<file path="src/verilog/rco_consts.vh">
// constants for the reference clock oscillator control block
// assumes a single sys_clk domain; oscillator and pins arrive asynchronously
`ifndef RCO_CONSTS_VH
`define RCO_CONSTS_VH

// reset values
`define RCO_OVERRIDE_RST 1'b0
`define RCO_FREQ_RST 1'b1
`define RCO_BUF_RST 1'b0

// field encodings
`define RCO_FREQ_36 1'b1
`define RCO_FREQ_26 1'b0
`define RCO_BUF_DIFF 1'b0
`define RCO_BUF_SE 1'b1
`define RCO_DRV_SE_CMOS 1'b1

// configuration pin decode table: {freq, buffer} per level
`define RCO_PIN_L0 2'b10
`define RCO_PIN_L1 2'b11
`define RCO_PIN_L2 2'b00
`define RCO_PIN_L3 2'b01
`define RCO_PIN_FREQ_BIT 1
`define RCO_PIN_BUF_BIT 0

// oscillator clocks counted in the boost phase
`define RCO_BOOST_CLOCKS 11'd1024

// reference divider ratios and half-ratios
`define RCO_DIV_36 8'd216
`define RCO_DIV_26 8'd156
`define RCO_HALF_36 8'd108
`define RCO_HALF_26 8'd78

`endif

</file>
<file path="src/verilog/rco_top.v">
// reference clock oscillator control: run/sleep, boost, divider, output buffers
// assumes the oscillator waveform and enable/config pins are asynchronous to
// sys_clk and are synchronised here; configuration bits come from sys_clk logic
`include "rco_consts.vh"
`timescale 1ns/1ps
`default_nettype none

module rco_top (
   // clock and reset
   input wire sys_clk,
   input wire rst,
   // pins
   input wire chip_enable,
   input wire [1:0] cfg_pin_level,
   input wire crystal_in,
   input wire ext_ref_mode,
   // configuration bits
   input wire power_down_request,
   input wire clock_cfg_override,
   input wire ref_freq_select,
   input wire out_buffer_select,
   input wire drive_level_select,
   input wire clock_out_disable,
   // oscillator core control
   output reg osc_bias_on,
   output reg osc_boost,
   output reg osc_running,
   output reg osc_buffer_only,
   output reg crystal_out,
   output reg core_clk_en,
   output reg chip_power_down,
   // effective selections
   output reg freq_36_eff,
   output reg buf_se_eff,
   // synthesizer reference
   output reg synth_ref_out,
   // clock output buffers
   output reg diff_buf_en,
   output reg diff_current_high,
   output reg se_buf_en,
   output reg se_cmos_mode,
   output reg ref_out_true,
   output reg ref_out_comp
);

   // synchronisers
   reg en_s1_q;
   reg en_s2_q;
   reg [1:0] lvl_s1_q;
   reg [1:0] lvl_s2_q;
   reg xin_s1_q;
   reg xin_s2_q;
   reg xin_prev_q;
   reg ext_s1_q;
   reg ext_s2_q;

   // internal state
   reg en_prev_q;
   reg [10:0] boost_cnt_q;
   reg [10:0] boost_cnt_d;
   reg boost_d;
   reg [7:0] div_cnt_q;
   reg [7:0] div_cnt_d;
   reg [1:0] pin_cfg;
   reg freq_d;
   reg buf_d;
   reg override_q;

   wire osc_edge;
   wire wake;
   wire [7:0] div_ratio;
   wire [7:0] div_half;

   // first stages feed only the second stages
   always @(posedge sys_clk) begin
      if (rst) begin
         en_s1_q <= 1'b0;
         en_s2_q <= 1'b0;
         lvl_s1_q <= 2'b00;
         lvl_s2_q <= 2'b00;
         xin_s1_q <= 1'b0;
         xin_s2_q <= 1'b0;
         ext_s1_q <= 1'b0;
         ext_s2_q <= 1'b0;
      end else begin
         en_s1_q <= chip_enable;
         en_s2_q <= en_s1_q;
         lvl_s1_q <= cfg_pin_level;
         lvl_s2_q <= lvl_s1_q;
         xin_s1_q <= crystal_in;
         xin_s2_q <= xin_s1_q;
         ext_s1_q <= ext_ref_mode;
         ext_s2_q <= ext_s1_q;
      end
   end

   // oscillator edge detect, only meaningful while running
   always @(posedge sys_clk) begin
      if (rst) begin
         xin_prev_q <= 1'b0;
         en_prev_q <= 1'b0;
      end else begin
         xin_prev_q <= xin_s2_q;
         en_prev_q <= en_s2_q;
      end
   end

   assign osc_edge = xin_s2_q & ~xin_prev_q & en_s2_q;
   assign wake = en_s2_q & ~en_prev_q;

   // run state follows enable; power-down request has no effect on it
   always @(posedge sys_clk) begin
      if (rst) begin
         osc_running <= 1'b0;
         osc_bias_on <= 1'b0;
         core_clk_en <= 1'b0;
      end else begin
         osc_running <= en_s2_q;
         osc_bias_on <= en_s2_q & ~ext_s2_q;
         core_clk_en <= en_s2_q;
      end
   end

   // chip power-down indication for the other blocks
   always @(posedge sys_clk) begin
      if (rst) begin
         chip_power_down <= 1'b0;
      end else begin
         chip_power_down <= en_s2_q & power_down_request;
      end
   end

   // an external reference is only buffered: no bias, no boost, no feedback drive
   always @(posedge sys_clk) begin
      if (rst) begin
         osc_buffer_only <= 1'b0;
         crystal_out <= 1'b0;
      end else begin
         osc_buffer_only <= ext_s2_q;
         crystal_out <= en_s2_q & ~ext_s2_q & ~xin_s2_q;
      end
   end

   // boost phase: count oscillator clocks, restart on every wake
   always @* begin
      boost_cnt_d = boost_cnt_q;
      boost_d = 1'b0;
      if (!en_s2_q || wake) begin
         boost_cnt_d = 11'd0;
         boost_d = en_s2_q & ~ext_s2_q;
      end else if (boost_cnt_q != `RCO_BOOST_CLOCKS) begin
         if (osc_edge) begin
            boost_cnt_d = boost_cnt_q + 11'd1;
         end
         boost_d = ~ext_s2_q;
      end
   end

   always @(posedge sys_clk) begin
      if (rst) begin
         boost_cnt_q <= 11'd0;
         osc_boost <= 1'b0;
      end else begin
         boost_cnt_q <= boost_cnt_d;
         osc_boost <= boost_d;
      end
   end

   // override bit held in its reset state until the first cycle after reset
   always @(posedge sys_clk) begin
      if (rst) begin
         override_q <= `RCO_OVERRIDE_RST;
      end else begin
         override_q <= clock_cfg_override;
      end
   end

   // configuration pin decode
   always @* begin
      pin_cfg = `RCO_PIN_L0;
      case (lvl_s2_q)
         2'd0: begin
            pin_cfg = `RCO_PIN_L0;
         end
         2'd1: begin
            pin_cfg = `RCO_PIN_L1;
         end
         2'd2: begin
            pin_cfg = `RCO_PIN_L2;
         end
         default: begin
            pin_cfg = `RCO_PIN_L3;
         end
      endcase
   end

   // override multiplexers
   always @* begin
      if (override_q) begin
         freq_d = ref_freq_select;
         buf_d = out_buffer_select;
      end else begin
         freq_d = pin_cfg[`RCO_PIN_FREQ_BIT];
         buf_d = pin_cfg[`RCO_PIN_BUF_BIT];
      end
   end

   always @(posedge sys_clk) begin
      if (rst) begin
         freq_36_eff <= `RCO_FREQ_RST;
         buf_se_eff <= `RCO_BUF_RST;
      end else begin
         freq_36_eff <= freq_d;
         buf_se_eff <= buf_d;
      end
   end

   // reference divider; ratio change takes effect at the next oscillator edge, a count at or above the new limit wraps
   assign div_ratio = (freq_36_eff == `RCO_FREQ_36) ? `RCO_DIV_36 : `RCO_DIV_26;
   assign div_half = (freq_36_eff == `RCO_FREQ_36) ? `RCO_HALF_36 : `RCO_HALF_26;

   always @* begin
      div_cnt_d = div_cnt_q;
      if (!en_s2_q) begin
         div_cnt_d = 8'd0;
      end else if (osc_edge) begin
         if (div_cnt_q >= div_ratio - 8'd1) begin
            div_cnt_d = 8'd0;
         end else begin
            div_cnt_d = div_cnt_q + 8'd1;
         end
      end
   end

   always @(posedge sys_clk) begin
      if (rst) begin
         div_cnt_q <= 8'd0;
         synth_ref_out <= 1'b0;
      end else begin
         div_cnt_q <= div_cnt_d;
         synth_ref_out <= en_s2_q & (div_cnt_d < div_half);
      end
   end

   // output buffers: exactly one style selected, both off when disabled or asleep
   always @(posedge sys_clk) begin
      if (rst) begin
         diff_buf_en <= 1'b0;
         se_buf_en <= 1'b0;
         diff_current_high <= 1'b0;
         se_cmos_mode <= 1'b0;
      end else begin
         diff_buf_en <= en_s2_q & ~clock_out_disable & (buf_d == `RCO_BUF_DIFF);
         se_buf_en <= en_s2_q & ~clock_out_disable & (buf_d == `RCO_BUF_SE);
         diff_current_high <= (buf_d == `RCO_BUF_DIFF) & drive_level_select;
         se_cmos_mode <= (buf_d == `RCO_BUF_SE) & (drive_level_select == `RCO_DRV_SE_CMOS);
      end
   end

   // reference clock pins; complement stays low in single-ended mode
   always @(posedge sys_clk) begin
      if (rst) begin
         ref_out_true <= 1'b0;
         ref_out_comp <= 1'b0;
      end else begin
         if (en_s2_q && !clock_out_disable) begin
            ref_out_true <= xin_s2_q;
            ref_out_comp <= (buf_d == `RCO_BUF_DIFF) & ~xin_s2_q;
         end else begin
            ref_out_true <= 1'b0;
            ref_out_comp <= 1'b0;
         end
      end
   end

endmodule

`default_nettype wire

</file>
<file path="config.mk">
export PLATFORM = sky130hd
export DESIGN_NAME = rco_top
export DESIGN_NICKNAME = d
export VERILOG_FILES = /design/src/verilog/rco_top.v
export VERILOG_INCLUDE_DIRS = /design/src /design/src/verilog
export SDC_FILE = /design/constraint.sdc
export NUM_CORES = 1
export LEC_CHECK = 0
export BUFFER_PORTS_ARGS = -buffer_cell sky130_fd_sc_hd__buf_2
export CORE_MARGIN = 2
export CORE_UTILIZATION = 35
export CTS_BUF_LIST = sky130_fd_sc_hd__clkbuf_4 sky130_fd_sc_hd__clkbuf_8
export CTS_CLUSTER_SIZE = 28
export DETAILED_ROUTE_END_ITERATION = 8
export GPL_TIMING_DRIVEN = 0
export PLACE_DENSITY = 0.6
export SETUP_SLACK_MARGIN = 0.1
export SKIP_LAST_GASP = 1
export SLEW_MARGIN = 10
export SYNTH_ARGS = -nofsm -noshare
export SYNTH_HDL_FRONTEND = slang
export SYNTH_SLANG_ARGS = --single-unit
</file>
<file path="constraint.sdc">
create_clock -name sys_clk -period 5.9 [get_ports sys_clk]
set_clock_uncertainty 0.05 [all_clocks]
set_input_delay 0 -clock sys_clk [delete_from_list [all_inputs] [get_ports sys_clk]]
set_output_delay 0 -clock sys_clk [all_outputs]
set_load 0.05 [all_outputs]
</file>
==> flow_summary.ini, run 1 <==
[run_status]
run_status = finished, final reports clean

[place]
io_buffers = 28
place.gp.congestion = 0.774
hpwlAfterDp_um = 2500
place_worst_setup_slack_ns = 3.45

[cells_and_area]
ff_latch_area_sq_um = 921
final.fill_count = 521
antennaDiodeCount = 0
synthToLayoutAreaGrowth_pct = 24.7
multi_input_area_sq_um = 915
mostFrequentLayoutCells = 46 x dfxtp_1, 29 x buf_2, 25 x nor2_1, 15 x nor2b_1
most_common_cell_after_layout_fill_and_taps_aside = dfxtp_1
finish.net_count = 258
final_layout_size_suffix_gt1_frac = 0.205

[clock_network]
cts_tree = done
cts.root.buffer_cell = clkbuf_8
clock_insertion_delay_worst_skew_ns = 0.30
cts_sinks = 46
tritoncts.num_buffers = 5
htree_levels = 2
hold_buffers = 12
clk_slew_on_worst_s_h_paths_ns = 0.09
cts_buffer_depth = 2
postCtsSetupBuffers = 0
cts.repair.resized = 0

[floorplanning]
coreArea_sq_um = 5140
initial_utilization = 0.366
chip_height_um = 77.3
die_x_um = 77.3
num_rows = 26
design.portCount = 29
design.die.area_sq_um = 5980

[logic_synthesis]
synth-async-reset-ratio = 0
synth_enable_flop_cells = 0
yosysSeqAreaShare = 0.489
synth-xor-area-share = 0.0698
most_common_flop_cell_mapped_by_yosys = dfxtp_1
synth.distinct_cells = 43
yosys_warnings = 0
synth-seq-cells = 46
synth-compound-area-share = 0.0811
synth_mux_area_frac = 0.00532
number_of_instances_in_the_synthesized_netlist = 191
syn_nets = 211
synth.cell_area_sq_um = 1880
syn_avg_cell_area_sq_um = 9.85
adder_cell_fraction_of_synth_area = 0.0465
synth_top_family_by_area = simple AND/OR/NAND/NOR gates
synthSimpleGateAreaFrac = 0.283

[routing]
via_to_cell_ratio = 4.76
dr_total_vias = 1470
wire_per_inst_um = 11.7
detailedRoute.firstIterationViolations = 121
final_antenna_net_count = 0
finalWirelength_um = 3600
drc_errors = 0
drt_first_pass_iters = 4

[pwr]
p_per_area_nw_per_um2 = 256
ir_worst_vdd_mv = 0.194
static_leakage_nw = 0.907

[grt]
grt_max_degree = 17
initial_antenna_violation_count = 0
overflow = 0
grt_pass1_vias = 1456
track_usage = 0.129
grt_first_pass_wirelength_um = 6170

[run]
cap_viol_max_count = 0

[sta]
fmax_mhz = 401
count_of_endpoints_failing_hold_in_the_final_timing_report = 0
finalSetupViolCount = 0
postLayoutSetupSlackWorst_ns = 3.41
timing.setup.tns_ns = 0
final_period_minus_worst_setup_slack_ns = 2.49
worst_pin_slew_ns = 0.487
layout_worst_path_cycle_share = 0.422
slew-limit-headroom = 0.672
timing_max_transition_violations_final = 0
grt_setup_unrepaired = false

[worst_setup_path]
timing.critical_path.arrival_ns = 2.63
worstSetupStartpointType = flip-flop
timing.critical_path.fanout_max = 4
criticalPathCategory = reg -> reg
critPathRequiredTime_ns = 6.04
worst_setup_path_end_kind = flip-flop

[min_path]
hold_class = in -> reg
[path summary, 6_finish.rpt]
check / to / from / cells past startpoint / slack, ns
worst min register to register: en_s2_q / en_s1_q / 1 / 0.39
worst min-delay path: chip_power_down / power_down_request / 3 / 0.39
worst max register to register: synth_ref_out / freq_36_eff / 11 / 3.41
worst max-delay path: synth_ref_out / freq_36_eff / 11 / 3.41
[routing by layer]
layer	share of wire	vias up	track usage
met2	0.46	35	0.210
met1	0.48	672	0.155
met4	0.021	0	0.0679
li1	-	755	-
met3	0.045	8	0.0365
met5	0	-	0
[cell families after synthesis]
logic type	after synthesis
AO/OA/AOI/OAI	21
XOR/XNOR	15
adder cells (fa/ha/maj)	7
buffers and inverters	9
flip-flops	46
multiplexers	1
AND/OR/NAND/NOR	92
[power by group]
part	leakage (nW)	total, mW	internal (mW)	switching [mW]
registers	0.374	0.320	0.317	0.00319
logic	0.474	0.0367	0.0160	0.0207
clock network	0.0591	0.243	0.129	0.114
total	0.907	0.600	0.462	0.138
[through the flow]
step	hold WS, ns	util	power (mW)	instances	instance area (sq um)
floorplan	0.0216	-	0.347	191	1880
global placement	0.151	0.410	0.358	289	2110
detailed placement	0.155	0.410	0.358	289	2110
CTS	0.360	0.456	0.607	309	2350
global route	0.392	0.456	0.622	309	2350
finish	0.390	0.456	0.600	309	2350
[cell usage after synthesis, types with 2 or more instances]
| cell | count | area, sq um |
|---|---|---|
| a211oi_2 | 2 | 25.0 |
| a21oi_1 | 5 | 25.0 |
| and2_1 | 2 | 12.5 |
| and3b_1 | 2 | 17.5 |
| dfxtp_1 | 46 | 921 |
| ha_1 | 7 | 87.6 |
| inv_1 | 5 | 18.8 |
| nand2_1 | 12 | 45.0 |
| nand3_1 | 2 | 10.0 |
| nand3b_1 | 2 | 15.0 |
| nand4_1 | 7 | 43.8 |
| nand4b_1 | 2 | 17.5 |
| nor2_1 | 25 | 93.8 |
| nor2b_1 | 15 | 93.8 |
| nor3_1 | 5 | 25.0 |
| nor3_2 | 3 | 30.0 |
| nor3b_1 | 4 | 30.0 |
| nor4_1 | 2 | 12.5 |
| o211ai_1 | 2 | 15.0 |
| o21a_1 | 2 | 15.0 |
| o21ai_0 | 3 | 15.0 |
| or3_1 | 2 | 12.5 |
| xnor2_1 | 8 | 70.1 |
| xor2_1 | 7 | 61.3 |
[flip-flops by register name, indices dropped and copies added, names as in the netlist, 2 cells and up]
register and cells:
div_cnt_q 8, lvl_s1_q 2, lvl_s2_q 2, boost_cnt_q 11
[critical path, stage by stage (launching register included)]
cell and delay (ns):
dfxtp_1 0.38, inv_1 0.11, ha_1 0.32, nand4b_1 0.10, nor3_1 0.41, o21ai_0 0.18, nand2_1 0.15, nor2_1 0.05
ha_1 0.27, nand2_1 0.05, nor3_1 0.22, a211oi_2 0.10
[area by class of cell]
type,count,area share
Tap cell,70,0.0373
Inverter,5,0.00800
Clock inverter,3,0.0203
Sequential cell,46,0.393
Buffer,4,0.0117
Timing Repair Buffer,40,0.111
Clock buffer,5,0.0293
Multi-Input combinational cell,136,0.390
No activity file was read; power rests on OpenSTA's default activity.
==> run 2: changes to the inputs <==
==> constraint.sdc (replaced) <==
create_clock -name sys_clk -period 2.61 [get_ports sys_clk]
set_clock_uncertainty 0.05 [all_clocks]
set_input_delay 0 -clock sys_clk [delete_from_list [all_inputs] [get_ports sys_clk]]
set_output_delay 0 -clock sys_clk [all_outputs]
set_load 0.05 [all_outputs]
==> flow_summary.ini, run 2 (synthesized netlist as in run 1, its figures left out) <==
[min_path]
timing.hold.worst_endpoint = chip_power_down
min_delay_path_depth = 3
min_from = power_down_request
hold_class = in -> reg

[clock_network]
postCtsSetupBuffers = 0
clk_slew_on_worst_s_h_paths_ns = 0.08
htree_levels = 2
tritoncts.num_buffers = 5
cts_sinks = 46
cts_tree = done
cts_buffer_depth = 2
cts.root.buffer_cell = clkbuf_8
clock_insertion_delay_worst_skew_ns = 0.29

[cells_and_area]
final_layout_size_suffix_gt1_frac = 0.222
finish.net_count = 258
final.fill_count = 515
finalInstanceArea_sq_um = 2360
flip_flop_count_of_the_largest_register_all_copies_and_words_added = 11
mostFrequentLayoutCells = 44 x dfxtp_1, 29 x buf_2, 25 x nor2_1, 15 x nor2b_1
most_common_cell_after_layout_fill_and_taps_aside = dfxtp_1
reg_top3 = boost_cnt_q x11, div_cnt_q x8
synthToLayoutAreaGrowth_pct = 25.2
stdcell_count = 309
largest_register_by_flop_count = boost_cnt_q
post_layout_util = 0.458
antennaDiodeCount = 0

[floorplanning]
num_rows = 26
chip_height_um = 77.3
design.portCount = 29
initial_utilization = 0.366
die_x_um = 77.3
design.die.area_sq_um = 5980
coreArea_sq_um = 5140

[sta]
postLayoutSetupSlackWorst_ns = 0.331
layout_worst_path_cycle_share = 0.873
holdWs_ns = 0.387
final_period_minus_worst_setup_slack_ns = 2.28
fmax_mhz = 439
timing_max_transition_violations_final = 0
finalSetupViolCount = 0
timing.setup.tns_ns = 0
count_of_endpoints_failing_hold_in_the_final_timing_report = 0
worst_pin_slew_ns = 0.488
slew-limit-headroom = 0.672
grt_setup_unrepaired = false

[pwr]
ir_worst_vdd_mv = 0.433
p_per_area_nw_per_um2 = 569
report.power.total_mw = 1.34
static_leakage_nw = 0.903

[worst_setup_path]
worstSetupStartpointType = flip-flop
rr_startpoint = freq_36_eff
timing.critical_path.arrival_ns = 2.40
reg2reg_depth = 11
criticalPathCategory = reg -> reg
worst_setup_path_end_kind = flip-flop
critPathRequiredTime_ns = 2.73
timing.critical_path.fanout_max = 4
critical_path.reg2reg.endpoint = synth_ref_out
r2r_setup_slack_ns = 0.33

[routing]
final_antenna_net_count = 0
dr_total_vias = 1448
detailedRoute.firstIterationViolations = 82
finalWirelength_um = 3640
wire_per_inst_um = 11.8
drc_errors = 0
drt_first_pass_iters = 4
via_to_cell_ratio = 4.69

[place]
numPlacedInstances = 289
placed_area_sq_um = 2110
io_buffers = 28
place_worst_setup_slack_ns = 0.201
place.gp.congestion = 0.837
hpwlAfterDp_um = 2480

[grt]
overflow = 0
initial_antenna_violation_count = 0
grt_first_pass_wirelength_um = 6450
track_usage = 0.133
grt_max_degree = 15
grt_pass1_vias = 1435

[run]
cap_viol_max_count = 0

[run_status]
run_status = finished, final reports clean
[run 2: cell types whose count changed in the layout (fill, tap and decap cells not counted)]
cell        previous run  this run
inv_6                  2         0
clkinvlp_4             0         1
clkbuf_4               0         1
o21ai_1                0         1
dfxtp_1               46        44
nor3_2                 3         5
nor3_1                 5         3
dfxtp_2                0         2
o21ai_0                3         2
[run 2: repair_timing]
item | in CTS | in global routing
endpoints found under the hold margin | 19 | 0
gates resized for setup | 0 | 4
hold buffers | 12 | 0
endpoints found under the setup margin | 0 | 1
[run 2: worst max path at each step]
stage                           start            end  slack, ns  depth (start not counted)
after global placement    freq_36_eff  synth_ref_out       0.23                         11
after global routing      freq_36_eff  synth_ref_out       0.15                         11
after CTS                 freq_36_eff  synth_ref_out       0.18                         11
after floorplan           freq_36_eff  synth_ref_out       0.29                         11
after detailed placement  freq_36_eff  synth_ref_out       0.20                         11
final                     freq_36_eff  synth_ref_out       0.33                         11
[run 2: critical path, cell delays in order (launching register included)]
cell and delay, ns:
dfxtp_2 0.35, inv_1 0.10, ha_1 0.30, a211oi_1 0.28
nor3_2 0.10, o21ai_1 0.18, nand2_1 0.11, nor2_1 0.11
ha_1 0.17, o211ai_1 0.11, a31oi_1 0.22, a211oi_2 0.07
[run 2: power by group]
part / internal, mW / switching [mW]
clock network: 0.296 / 0.237
logic: 0.0362 / 0.0469
registers: 0.716 / 0.00747
total: 1.05 / 0.292
[run 2: routing by layer]
metal	up-vias	wire, um	GRT usage
met2	31	1630	0.212
met1	660	1790	0.168
met4	0	67	0.0554
met5	-	0	0
li1	749	-	-
met3	8	144	0.0400
[run 2: final cells by class]
| cell class | count | area [sq um] | area share |
|---|---|---|---|
| sequential | 46 | 923 | 0.392 |
| inverter | 5 | 18.8 | 0.00797 |
| timing repair buffer | 40 | 260 | 0.110 |
| tap | 70 | 87.6 | 0.0372 |
| clock buffer | 6 | 76.3 | 0.0324 |
| buffer | 4 | 27.5 | 0.0117 |
| clock inverter | 2 | 37.5 | 0.0159 |
| multi-input combinational | 136 | 925 | 0.392 |
